`src/design/ist_pkg.sv`:
```
// constants, field layout and types shared by the i2c slave status tracker
// assumes a 32-bit axi4-lite register bus with 8-bit byte addresses
package ist_pkg;
  localparam int          ADDR_W        = 8;
  localparam int          DATA_W        = 32;
  localparam int          STAT_W        = 16;
  localparam int          N_ID          = 4;
  // register byte offsets
  localparam logic [7:0]  OFS_CTRL      = 8'h00;
  localparam logic [7:0]  OFS_STATUS    = 8'h04;
  localparam logic [7:0]  OFS_ID0       = 8'h08;
  localparam logic [7:0]  OFS_ID1       = 8'h0C;
  localparam logic [7:0]  OFS_ID2       = 8'h10;
  localparam logic [7:0]  OFS_ID3       = 8'h14;
  localparam logic [7:0]  OFS_ALT       = 8'h18;
  localparam logic [7:0]  OFS_IRQ_STAT  = 8'h1C;
  localparam logic [7:0]  OFS_IRQ_MASK  = 8'h20;
  // control fields
  localparam int          CTRL_SLV_EN   = 0;
  localparam int          CTRL_GC_EN    = 2;
  localparam int          CTRL_HGC_EN   = 3;
  localparam int          CTRL_GCS_CLR  = 4;
  localparam int          CTRL_STOP_IE  = 8;
  localparam logic [15:0] CTRL_RW_MASK  = 16'h010D;
  localparam logic [15:0] CTRL_RST      = 16'h0000;
  localparam logic [7:0]  ID_RST        = 8'h00;
  // status fields
  localparam int          ST_START      = 14;
  localparam int          ST_REPEATED_START_FLAG   = 13;
  localparam int          ST_MATCHED_ID_INDEX_LO   = 11;
  localparam int          ST_STOP       = 10;
  localparam int          ST_GCKIND_LO  = 8;
  localparam int          ST_GCINT      = 7;
  localparam int          ST_BUSY       = 6;
  // interrupt status / mask layout
  localparam int          IRQ_W         = 3;
  localparam int          IRQ_STOP      = 0;
  localparam int          IRQ_REPEATED_START_FLAG  = 1;
  localparam int          IRQ_GC        = 2;
  localparam logic [2:0]  IRQ_RST       = 3'h0;
  // bus codes
  localparam logic [7:0]  GC_ADDR       = 8'h00;
  localparam logic [7:0]  START_BYTE    = 8'h01;
  localparam logic [4:0]  HS_PREFIX     = 5'h01;
  localparam logic [7:0]  GC_RESET_PROG = 8'h06;
  localparam logic [7:0]  GC_PROG       = 8'h04;
  // bit counter marks in the bus monitor and axi response codes
  localparam logic [3:0]  BIT_ACK       = 4'h8;
  localparam logic [3:0]  BIT_DONE      = 4'h9;
  localparam logic [1:0]  RESP_OKAY     = 2'h0;
  localparam logic [1:0]  RESP_SLVERR   = 2'h2;

  typedef enum logic [1:0] {
    GCK_NONE       = 2'b00,
    GCK_RESET_PROG = 2'b01,
    GCK_PROG       = 2'b10,
    GCK_HW         = 2'b11
  } ist_gc_kind_type;

  typedef enum logic [2:0] {
    ST_IDLE = 3'b000,
    ST_ADDR = 3'b001,
    ST_GC   = 3'b010,
    ST_DATA = 3'b011,
    ST_SKIP = 3'b100
  } ist_state_type;
endpackage

```
`src/design/ist_bus_mon.sv`:
```
// i2c bus monitor: synchronises scl/sda, finds start, stop and received bytes,
// and pulls sda low in the acknowledge slot when asked to.
// assumes scl high and low phases each last several aclk cycles.
`timescale 1ns/10ps
module ist_bus_mon
  import ist_pkg::*;
(
  input  wire logic       aclk,
  input  wire logic       aresetn,
  input  wire logic       hold,
  input  wire logic       scl_i,
  input  wire logic       sda_i,
  input  wire logic       ack_req,
  output logic            sda_o,
  output logic            sda_oe,
  output logic            start_det,
  output logic            stop_det,
  output logic            byte_valid,
  output logic [7:0]      rx_byte
);
  logic [1:0] scl_sync_r;
  logic [1:0] sda_sync_r;
  logic       scl_d_r;
  logic       sda_d_r;
  logic [3:0] cnt_r;
  logic       active_r;
  logic       scl_s;
  logic       sda_s;
  logic       scl_rise;
  logic       scl_fall;
  logic       start_c;
  logic       stop_c;

  always_ff @(posedge aclk) begin
    if (!aresetn) begin
      scl_sync_r <= 2'h3;
      sda_sync_r <= 2'h3;
      scl_d_r    <= 1'b1;
      sda_d_r    <= 1'b1;
    end else begin
      scl_sync_r <= {scl_sync_r[0], scl_i};
      sda_sync_r <= {sda_sync_r[0], sda_i};
      scl_d_r    <= scl_sync_r[1];
      sda_d_r    <= sda_sync_r[1];
    end
  end

  assign scl_s    = scl_sync_r[1];
  assign sda_s    = sda_sync_r[1];
  assign scl_rise = scl_s & ~scl_d_r;
  assign scl_fall = ~scl_s & scl_d_r;
  assign start_c  = scl_s & scl_d_r & ~sda_s & sda_d_r;
  assign stop_c   = scl_s & scl_d_r & sda_s & ~sda_d_r;
  // open drain: only ever drive low
  assign sda_o    = 1'b0;

  always_ff @(posedge aclk) begin
    if (!aresetn || hold) begin
      start_det  <= 1'b0;
      stop_det   <= 1'b0;
      byte_valid <= 1'b0;
      rx_byte    <= 8'h00;
      cnt_r      <= 4'h0;
      active_r   <= 1'b0;
      sda_oe     <= 1'b0;
    end else begin
      start_det  <= start_c;
      stop_det   <= stop_c;
      byte_valid <= 1'b0;
      if (start_c || stop_c) begin
        cnt_r    <= 4'h0;
        sda_oe   <= 1'b0;
        active_r <= start_c;
      end else if (active_r) begin
        if (scl_rise && cnt_r < BIT_ACK) begin
          rx_byte <= {rx_byte[6:0], sda_s};
          cnt_r   <= 4'(cnt_r + 4'h1);
          if (cnt_r == 4'(BIT_ACK - 4'h1)) begin
            byte_valid <= 1'b1;
          end
        end else if (scl_rise && cnt_r == BIT_ACK) begin
          cnt_r <= BIT_DONE;
        end else if (scl_fall && cnt_r == BIT_ACK) begin
          // ack_req has settled long before this edge
          sda_oe <= ack_req;
        end else if (scl_fall && cnt_r == BIT_DONE) begin
          sda_oe <= 1'b0;
          cnt_r  <= 4'h0;
        end
      end
    end
  end
endmodule

```
`src/design/ist_top.sv`:
```
// i2c slave status tracker: address decode, bus event flags, general call
// type, interrupt gating and an axi4-lite register slave.
// assumes scl/sda arrive asynchronously; sda is open drain resolved outside.
`timescale 1ns/10ps
module ist_top
  import ist_pkg::*;
(
  input  wire logic                 aclk,
  input  wire logic                 aresetn,
  input  wire logic [ist_pkg::ADDR_W-1:0] awaddr,
  input  wire logic                 awvalid,
  output logic                      awready,
  input  wire logic [ist_pkg::DATA_W-1:0] wdata,
  input  wire logic [3:0]           wstrb,
  input  wire logic                 wvalid,
  output logic                      wready,
  output logic [1:0]                bresp,
  output logic                      bvalid,
  input  wire logic                 bready,
  input  wire logic [ist_pkg::ADDR_W-1:0] araddr,
  input  wire logic                 arvalid,
  output logic                      arready,
  output logic [ist_pkg::DATA_W-1:0] rdata,
  output logic [1:0]                rresp,
  output logic                      rvalid,
  input  wire logic                 rready,
  input  wire logic                 scl_i,
  input  wire logic                 sda_i,
  output logic                      sda_o,
  output logic                      sda_oe,
  output logic                      irq
);
  import ist_pkg::*;

  logic [15:0]     ctrl_r;
  logic [7:0]      id_r [N_ID];
  logic [7:0]      alt_r;
  logic [IRQ_W-1:0] irq_mask_r;
  logic [IRQ_W-1:0] irq_stat_r;
  logic            aw_have_r;
  logic            w_have_r;
  logic [7:0]      wr_addr_r;
  logic [31:0]     wr_data_r;
  logic [3:0]      wr_strb_r;
  ist_state_type   state_r;
  logic            ack_req_r;
  logic            start_flag_r;
  logic            rep_flag_r;
  logic            rep_pend_r;
  logic [1:0]      matched_id_index_r;
  logic            stop_flag_r;
  ist_gc_kind_type gc_kind_r;
  logic            gc_int_r;
  logic            busy_r;
  logic            matched_r;
  logic            start_det;
  logic            stop_det;
  logic            byte_valid;
  logic [7:0]      rx_byte;
  logic            slv_en;
  logic            gc_en;
  logic            aw_ok;
  logic            w_ok;
  logic            wr_fire;
  logic            ar_ok;
  logic            rd_status;
  logic            gcs_clr;
  logic            id_hit;
  logic [1:0]      id_idx;
  logic            gc_hit;
  logic            addr_ev;
  logic            start_set;
  logic            rep_set;
  logic            stop_set;
  logic            kind_ev;
  ist_gc_kind_type kind_new;
  logic [IRQ_W-1:0] irq_ev;
  logic [15:0]     status_w;
  logic [31:0]     rd_data;

  // address 0 belongs to the general call and the start byte, so an id register
  // left at its reset value must not turn them into an id match
  function automatic logic id_match(input logic [7:0] b, input logic [7:0] id);
    return (b[7:1] == id[6:0]) && (b[7:1] != GC_ADDR[7:1]);
  endfunction

  function automatic logic [31:0] apply_strb(input logic [31:0] old,
                                             input logic [31:0] nw,
                                             input logic [3:0]  strb);
    logic [31:0] res;
    res = old;
    for (int i = 0; i < 4; i++) begin
      if (strb[i]) begin
        res[i*8 +: 8] = nw[i*8 +: 8];
      end
    end
    return res;
  endfunction

  function automatic logic addr_ok(input logic [7:0] a);
    return (a == OFS_CTRL) || (a == OFS_STATUS) || (a == OFS_ID0) || (a == OFS_ID1) ||
           (a == OFS_ID2) || (a == OFS_ID3) || (a == OFS_ALT) ||
           (a == OFS_IRQ_STAT) || (a == OFS_IRQ_MASK);
  endfunction

  assign slv_en    = ctrl_r[CTRL_SLV_EN];
  assign gc_en     = ctrl_r[CTRL_GC_EN];
  assign aw_ok     = awvalid & awready;
  assign w_ok      = wvalid & wready;
  assign wr_fire   = aw_have_r & w_have_r & ~bvalid;
  assign ar_ok     = arvalid & arready;
  assign rd_status = ar_ok && (araddr == OFS_STATUS);
  assign gcs_clr   = wr_fire && (wr_addr_r == OFS_CTRL) && wr_strb_r[0] &&
                     wr_data_r[CTRL_GCS_CLR];

  // write channels are taken independently and held until the response
  always_ff @(posedge aclk) begin
    if (!aresetn) begin
      awready   <= 1'b1;
      wready    <= 1'b1;
      aw_have_r <= 1'b0;
      w_have_r  <= 1'b0;
      wr_addr_r <= 8'h00;
      wr_data_r <= 32'h0000_0000;
      wr_strb_r <= 4'h0;
      bvalid    <= 1'b0;
      bresp     <= RESP_OKAY;
    end else begin
      if (aw_ok) begin
        awready   <= 1'b0;
        aw_have_r <= 1'b1;
        wr_addr_r <= awaddr;
      end
      if (w_ok) begin
        wready    <= 1'b0;
        w_have_r  <= 1'b1;
        wr_data_r <= wdata;
        wr_strb_r <= wstrb;
      end
      if (wr_fire) begin
        bvalid    <= 1'b1;
        bresp     <= addr_ok(wr_addr_r) ? RESP_OKAY : RESP_SLVERR;
        aw_have_r <= 1'b0;
        w_have_r  <= 1'b0;
      end else if (bvalid && bready) begin
        bvalid  <= 1'b0;
        awready <= 1'b1;
        wready  <= 1'b1;
      end
    end
  end

  always_ff @(posedge aclk) begin
    if (!aresetn) begin
      ctrl_r     <= CTRL_RST;
      alt_r      <= ID_RST;
      irq_mask_r <= IRQ_RST;
      for (int i = 0; i < N_ID; i++) begin
        id_r[i] <= ID_RST;
      end
    end else if (wr_fire) begin
      if (wr_addr_r == OFS_CTRL) begin
        ctrl_r <= 16'(apply_strb({16'h0000, ctrl_r}, wr_data_r, wr_strb_r)) & CTRL_RW_MASK;
      end
      if (wr_addr_r == OFS_ALT) begin
        alt_r <= 8'(apply_strb({24'h00_0000, alt_r}, wr_data_r, wr_strb_r));
      end
      if (wr_addr_r == OFS_IRQ_MASK) begin
        irq_mask_r <= 3'(apply_strb({29'h0, irq_mask_r}, wr_data_r, wr_strb_r));
      end
      for (int i = 0; i < N_ID; i++) begin
        if (wr_addr_r == 8'(OFS_ID0 + 8'(i * 4))) begin
          id_r[i] <= 8'(apply_strb({24'h00_0000, id_r[i]}, wr_data_r, wr_strb_r));
        end
      end
    end
  end

  assign status_w = {1'b0, start_flag_r, rep_flag_r, matched_id_index_r, stop_flag_r, gc_kind_r,
                     gc_int_r, busy_r, 6'h00};

  always_comb begin
    rd_data = 32'h0000_0000;
    unique case (araddr)
      OFS_CTRL:     rd_data = {16'h0000, ctrl_r};
      OFS_STATUS:   rd_data = {16'h0000, status_w};
      OFS_ID0:      rd_data = {24'h00_0000, id_r[0]};
      OFS_ID1:      rd_data = {24'h00_0000, id_r[1]};
      OFS_ID2:      rd_data = {24'h00_0000, id_r[2]};
      OFS_ID3:      rd_data = {24'h00_0000, id_r[3]};
      OFS_ALT:      rd_data = {24'h00_0000, alt_r};
      OFS_IRQ_STAT: rd_data = {29'h0, irq_stat_r};
      OFS_IRQ_MASK: rd_data = {29'h0, irq_mask_r};
      default:      rd_data = 32'h0000_0000;
    endcase
  end

  always_ff @(posedge aclk) begin
    if (!aresetn) begin
      arready <= 1'b1;
      rvalid  <= 1'b0;
      rdata   <= 32'h0000_0000;
      rresp   <= RESP_OKAY;
    end else if (ar_ok) begin
      arready <= 1'b0;
      rvalid  <= 1'b1;
      rdata   <= rd_data;
      rresp   <= addr_ok(araddr) ? RESP_OKAY : RESP_SLVERR;
    end else if (rvalid && rready) begin
      rvalid  <= 1'b0;
      arready <= 1'b1;
    end
  end

  ist_bus_mon u_mon (
    .aclk       (aclk),
    .aresetn    (aresetn),
    .hold       (~slv_en),
    .scl_i      (scl_i),
    .sda_i      (sda_i),
    .ack_req    (ack_req_r),
    .sda_o      (sda_o),
    .sda_oe     (sda_oe),
    .start_det  (start_det),
    .stop_det   (stop_det),
    .byte_valid (byte_valid),
    .rx_byte    (rx_byte)
  );

  // lowest id index wins if two id registers hold the same address
  always_comb begin
    id_hit = 1'b0;
    id_idx = 2'h0;
    for (int i = N_ID - 1; i >= 0; i--) begin
      if (id_match(rx_byte, id_r[i])) begin
        id_hit = 1'b1;
        id_idx = 2'(i);
      end
    end
  end

  assign gc_hit    = (rx_byte == GC_ADDR) && gc_en;
  assign addr_ev   = byte_valid && (state_r == ST_ADDR);
  assign start_set = addr_ev && (id_hit || gc_hit || (rx_byte[7:3] == HS_PREFIX) ||
                                 (rx_byte == START_BYTE));
  assign rep_set   = addr_ev && (id_hit || gc_hit) && rep_pend_r;
  assign stop_set  = stop_det && matched_r;

  always_comb begin
    kind_new = GCK_NONE;
    if (rx_byte == GC_RESET_PROG) begin
      kind_new = GCK_RESET_PROG;
    end else if (rx_byte == GC_PROG) begin
      kind_new = GCK_PROG;
    end else if (ctrl_r[CTRL_HGC_EN] && rx_byte == alt_r) begin
      kind_new = GCK_HW;
    end
  end
  assign kind_ev = byte_valid && (state_r == ST_GC) && (kind_new != GCK_NONE);

  always_ff @(posedge aclk) begin
    if (!aresetn || !slv_en) begin
      state_r   <= ST_IDLE;
      ack_req_r <= 1'b0;
    end else if (start_det) begin
      state_r   <= ST_ADDR;
      ack_req_r <= 1'b0;
    end else if (stop_det) begin
      state_r   <= ST_IDLE;
      ack_req_r <= 1'b0;
    end else if (byte_valid) begin
      unique case (state_r)
        ST_ADDR: begin
          state_r   <= gc_hit ? ST_GC : (id_hit ? ST_DATA : ST_SKIP);
          ack_req_r <= id_hit || gc_hit;
        end
        ST_GC, ST_DATA: begin
          state_r   <= ST_DATA;
          ack_req_r <= 1'b1;
        end
        ST_IDLE, ST_SKIP: begin
          ack_req_r <= 1'b0;
        end
        default: begin
          state_r   <= ST_IDLE;
          ack_req_r <= 1'b0;
        end
      endcase
    end
  end

  // per-transfer tracking is slave state and is cleared while disabled
  always_ff @(posedge aclk) begin
    if (!aresetn || !slv_en) begin
      matched_r  <= 1'b0;
      rep_pend_r <= 1'b0;
      busy_r     <= 1'b0;
    end else begin
      if (start_det) begin
        rep_pend_r <= start_flag_r;
        busy_r     <= 1'b1;
      end else if (stop_det) begin
        rep_pend_r <= 1'b0;
        busy_r     <= 1'b0;
      end else if (addr_ev && !(id_hit || gc_hit)) begin
        busy_r <= 1'b0;
      end
      if (addr_ev && (id_hit || gc_hit)) begin
        matched_r <= 1'b1;
      end else if (stop_det) begin
        matched_r <= 1'b0;
      end
    end
  end

  // in every flag below a hardware set wins over a clear in the same cycle
  always_ff @(posedge aclk) begin
    if (!aresetn) begin
      start_flag_r <= 1'b0;
      rep_flag_r   <= 1'b0;
      stop_flag_r  <= 1'b0;
      matched_id_index_r      <= 2'h0;
    end else begin
      if (start_set) begin
        start_flag_r <= 1'b1;
      end else if (start_det || stop_det) begin
        start_flag_r <= 1'b0;
      end
      if (rep_set) begin
        rep_flag_r <= 1'b1;
      end else if (rd_status || stop_det) begin
        rep_flag_r <= 1'b0;
      end
      if (stop_set) begin
        stop_flag_r <= 1'b1;
      end else if (rd_status) begin
        stop_flag_r <= 1'b0;
      end
      if (addr_ev && id_hit) begin
        matched_id_index_r <= id_idx;
      end
    end
  end

  // a general call reset does not touch these; only the clear control does
  always_ff @(posedge aclk) begin
    if (!aresetn) begin
      gc_int_r  <= 1'b0;
      gc_kind_r <= GCK_NONE;
    end else begin
      if (addr_ev && gc_hit) begin
        gc_int_r <= 1'b1;
      end else if (gcs_clr) begin
        gc_int_r <= 1'b0;
      end
      if (kind_ev) begin
        gc_kind_r <= kind_new;
      end else if (gcs_clr) begin
        gc_kind_r <= GCK_NONE;
      end
    end
  end

  assign irq_ev = {addr_ev && gc_hit, rep_set, stop_set && ctrl_r[CTRL_STOP_IE]};

  always_ff @(posedge aclk) begin
    if (!aresetn) begin
      irq_stat_r <= IRQ_RST;
      irq        <= 1'b0;
    end else begin
      if (wr_fire && wr_addr_r == OFS_IRQ_STAT && wr_strb_r[0]) begin
        irq_stat_r <= (irq_stat_r & ~wr_data_r[IRQ_W-1:0]) | irq_ev;
      end else begin
        irq_stat_r <= irq_stat_r | irq_ev;
      end
      // registered output costs one cycle of latency after the status bit
      irq <= |(irq_stat_r & irq_mask_r);
    end
  end
endmodule

```
`config.mk`:
```
export PLATFORM = sky130hd
export DESIGN_NAME = ist_top
export DESIGN_NICKNAME = d
export VERILOG_FILES = /design/src/design/ist_pkg.sv /design/src/design/ist_bus_mon.sv /design/src/design/ist_top.sv
export SDC_FILE = /design/constraint.sdc
export NUM_CORES = 1
export LEC_CHECK = 0
export ABC_CLOCK_PERIOD_IN_PS = 7700
export BUFFER_PORTS_ARGS = -buffer_cell sky130_fd_sc_hd__buf_2
export CAP_MARGIN = 30
export CORE_MARGIN = 3
export CORE_UTILIZATION = 59
export CTS_CLUSTER_DIAMETER = 200
export CTS_CLUSTER_SIZE = 14
export DETAILED_ROUTE_END_ITERATION = 8
export PLACE_DENSITY = 0.92
export SYNTH_ARGS = -nofsm -noshare
export SYNTH_HDL_FRONTEND = slang
export SYNTH_SLANG_ARGS = --single-unit
```
`constraint.sdc`:
```
create_clock -name aclk -period 7.7 [get_ports aclk]
set_input_delay 0.77 -clock aclk [delete_from_list [all_inputs] [get_ports aclk]]
set_output_delay 0.77 -clock aclk [all_outputs]
set_load 0.01 [all_outputs]
```
==> results.md <==
- Routability-driven placement finished with a final weighted congestion of 1.00.
- The count of flip-flops with a built-in enable after synthesis is 32.
- The highest clock frequency the design can meet is 422 MHz.
- Sorting the synthesized cells by area gives the leading types as dfxtp_1, edfxtp_1, nand2_1, a21oi_1, xnor2_1.
- The top layer used by detailed routing is met4.
- In the final layout, the share of cells above drive strength 1 is 17.6%.
- The data arrival time of the critical path is 2.59 ns.
- Traced cell by cell, the critical path runs through or4_4 > or4_4 > o21ai_0 > buf_2.
- The insertion delay to the later sink of the worst-skew pair is 0.53 ns.
- In this design, the stage delay of the slowest critical-path cell is 0.59 ns.
- After clock tree synthesis, the repair step resized 0 gates.
- The number of detailed-routing iterations run before antenna repair is 6.
- The startpoint identified for the worst hold timing path is u_mon.scl_sync_r[0]$_SDFF_PN1_.
- The number of pins exceeding their max-slew limit in the final report is 0.
- The number of cells on the critical path is 4.
- The worst path needs 2.37 ns of the cycle, external delays included.
- The total clock buffers created by CTS is 17.
- In this run the critical register-to-register path is launched from wr_addr_r[1]$_SDFFE_PN0P_.
- The slowest library cell on the worst path is or4_4.
- The worst reg2reg path depth is 4.
- The area added between synthesis and finish is 11.0%.
- The top cell type by area accounts for 30.9% of the synthesized area.
- The number of warning messages in the yosys log is 0.
- The number of top-level pins is 105.
- The first routing iteration left 612 violations.
- Synthesis instantiated 73 different standard cells from the library.
- The peak supply drop is 157 µV.
- The end of the worst register-to-register path is id_r[2][6]$_SDFFCE_PN0P_.
- The commonest cells after synthesis are dfxtp_1, nand2_1, a21oi_1.
- The most used flip-flop cell after synthesis is dfxtp_1.
- The flow ran to the end, and the final reports show no timing, DRC or antenna violations.
- Counting flops and latches in the post-synthesis netlist gives 132.
- The initial cell density of the core is 61.7%.
- The clock tree from TritonCTS is done.
- The number of antenna violations at the first check in global routing is 0.
- STA classifies the critical path endpoint as a flop.
- The endpoint required time on the critical path is 7.93 ns.
- For the pin with the worst max-slew slack, the measured transition is 0.985 ns.
- Among the stages of the critical path, the cell type that occurs most often is or4_4.
- For hold timing, the worst endpoint is u_mon.scl_sync_r[1]$_SDFF_PN1_.
- In the synthesized netlist the async set-or-reset flop fraction comes to 0%.
- After detailed routing, the met2 layer carries 7560 µm of wire.
- The internal reg-to-reg setup slack is 5.33 ns.
- In this run the clock root is driven by a clkbuf_8.
- Clock tree synthesis found a total of 132 sinks.
- Row generation in the floorplan step produced 37 rows.
- The worst max-slew margin expressed relative to the limit is 33.8%.
- In the post-synthesis netlist, the cell with the most instances is dfxtp_1.
- The post-route met1 wirelength is 6320 µm.
- The die is 111 µm wide.
- The average cell area after synthesis is 9.45 µm².
- The number of H-tree levels is 4.
- Synthesis produced a netlist whose cell count is 686.
- The number of vias in the routed layout is 5,339.
- Entering global routing, the biggest net connects 55 pins.
- The number of vias per cell after detailed routing is 6.07.
- The total die area is 0.0123 mm².
- The count of nets left with antenna violations once routing finished came out at 0.
- The power density normalized to cell area is 214 mW/mm².
- Setup repair after global routing left no endpoint under its margin.
- STA classifies the critical path startpoint as a flop.
- The number of nets in the layout is 795.
- Along the worst path, the maximum fanout reaches 7.
- The overall die height is 111 µm.
- The overall global routing resource usage is 25.8%.
- In this run, post-CTS hold repair placed 0 buffers.
- Summed over all layers, the routed wires come to 15,900 µm.
- The detailed-route wire length per cell is 18.1 µm.
- The detailed placement HPWL is 11,200 µm.
- The number of setup violations in the final report is 0.
- The antenna diode count is 0.
- The worst setup path is of the reg2reg kind.
- The final-layout setup total negative slack is 0 ns.
- The wire length of the first global-routing pass is 25,600 µm.
- The area of the mapped netlist is 0.00648 mm².
- The clock-pin slew of the registers on the worst-case setup and hold paths is 0.06 ns.
- Summed over all cells, the static leakage comes to 2.76 nW.
- In this run the tool buffered the top-level ports with 59 buffer cells.
- Summed over all layers, the global routing overflow is 0.
- The sequential area share after synthesis is 45.7%.
- The class of the tightest hold or removal check is reg2reg.
- The core region is 0.0105 mm².
- The number of hold violations in the final report is 0.
- Together, buffers and inverters on the worst path number 1.
- Counting instances, the worst hold path has a depth of 1.
- In the finished design, the share of the clock period the worst path needs comes to 30.8%.
- The routed wire length on met3 is 1450 µm.
- In the routed design, unresolved DRC markers number 0.
- No sink is reached through more buffers than the 2 on the longest clock path.
- The kind of cell with the highest combined delay along the critical path is simple AND/OR/NAND/NOR gates.
- The number of global-route vias before repair is 5,188.
- dfxtp_1 takes more of the synthesized area than any other cell.
- Cells fill 68.5% of the core in the end.
- On the final layout, the worst clock skew is 0.00749 ns.
- Max-cap violations in this run came to 0.
- Post-CTS timing repair inserted 0 buffers for setup.
## worst max-delay path by stage
stage | start | slack, ns | endpoint
6_report | wr_addr_r[1]$_SDFFE_PN0P_ | 5.33 | id_r[2][6]$_SDFFCE_PN0P_
5_1_grt | wr_addr_r[1]$_SDFFE_PN0P_ | 5.32 | id_r[2][1]$_SDFFCE_PN0P_
3_3_place_gp | wr_addr_r[1]$_SDFFE_PN0P_ | 5.10 | id_r[2][6]$_SDFFCE_PN0P_
2_1_floorplan | wr_addr_r[1]$_SDFFE_PN0P_ | 5.26 | id_r[2][0]$_SDFFCE_PN0P_
4_1_cts | wr_addr_r[1]$_SDFFE_PN0P_ | 5.35 | id_r[2][2]$_SDFFCE_PN0P_
3_5_place_dp | araddr[2] | 5.08 | rdata[1]$_SDFFE_PN0P_
## where the power goes
part,internal (mW),switching (mW)
registers,0.725,0.0190
clock network,0.403,0.304
logic,0.0311,0.0547
## registers in the layout, indices dropped and copies added (netlist names), 2 cells and up
signal	cells
id_r	32
rdata	15
wr_data_r	9
alt_r	8
u_mon.rx_byte	8
wr_addr_r	8
ctrl_r	4
u_mon.cnt_r	4
irq_mask_r	3
irq_stat_r	3
state_r	3
gc_kind_r	2
matched_id_index_r	2
u_mon.scl_sync_r	2
u_mon.sda_sync_r	2
wr_strb_r	2
## layout by cell type, fill, tap and decap left out, types with 4 or more instances in the layout
cell       netlist  routed
a211oi_1         4       4
a21oi_1         56      56
a221oi_1         6       6
a22oi_1          9       9
and2_1          33      33
buf_2            8      61
clkbuf_16        0      16
clkinv_2         0       5
conb_1           1      20
dfxtp_1        100     100
edfxtp_1        32      32
inv_1           10      10
mux2_2           5       5
mux2i_1         19      19
nand2_1         87      87
nand2b_1        14      14
nand3_1         27      27
nand3b_1         5       5
nand4_1          8       8
nor2_1          48      48
nor2b_1          8       8
nor3_1          17      17
nor3_2           5       5
nor4_4           4       4
o21ai_0         23      23
xnor2_1         30      30
xor2_1           8       8
## per-stage QoR
stage / power [mW] / hold slack, ns / std cells / worst slack, ns / area (µm²)
after floorplan: 0.822 / 0.386 / 705 / 5.26 / 6560
after global placement: 0.837 / 0.393 / 846 / 5.10 / 6670
after detailed placement: 0.842 / 0.403 / 848 / 5.08 / 6680
after CTS: 1.54 / 0.410 / 880 / 5.35 / 7200
after global routing: 1.58 / 0.419 / 880 / 5.32 / 7200
final: 1.54 / 0.415 / 880 / 5.33 / 7200
## worst register-to-register path, delay by kind of cell (launching register included)
family                 cells  cell delay [ns]
and+or+nand+nor            2             1.08
buffers and inverters      1             0.29
DFF                        1             0.32
AOI/OAI and AO/OA          1             0.38
## layout make-up
| class | instances | area [µm²] |
|---|---|---|
| fillers | 760 | 3310 |
| multi-input cells | 508 | 3200 |
| flip-flops and latches | 132 | 2960 |
| clock buffers | 20 | 435 |
| repair buffers | 61 | 305 |
| well taps | 136 | 170 |
| clock inverters | 12 | 81.3 |
| inverters | 11 | 41.3 |
## metal layers
layer,GRT usage (%),vias up
met3,6.17,67
met4,12.5,0
met2,42.8,307
met1,31.6,2484
li1,-,2481
met5,0,-
## kinds of logic (layout without fill, tap and decap cells)
group,after synthesis,in the layout,synth area share [%]
AND/OR/NAND/NOR,293,293,25.2
flip-flops,132,132,45.7
AO/OA/AOI/OAI,127,127,12.4
buffers and inverters,65,104,6.06
XOR/XNOR,38,38,5.13
multiplexers,27,27,4.84
adder cells (fa/ha/maj),3,3,0.579
other,1,20,0.0578
No activity file was read; power rests on OpenSTA's default activity.
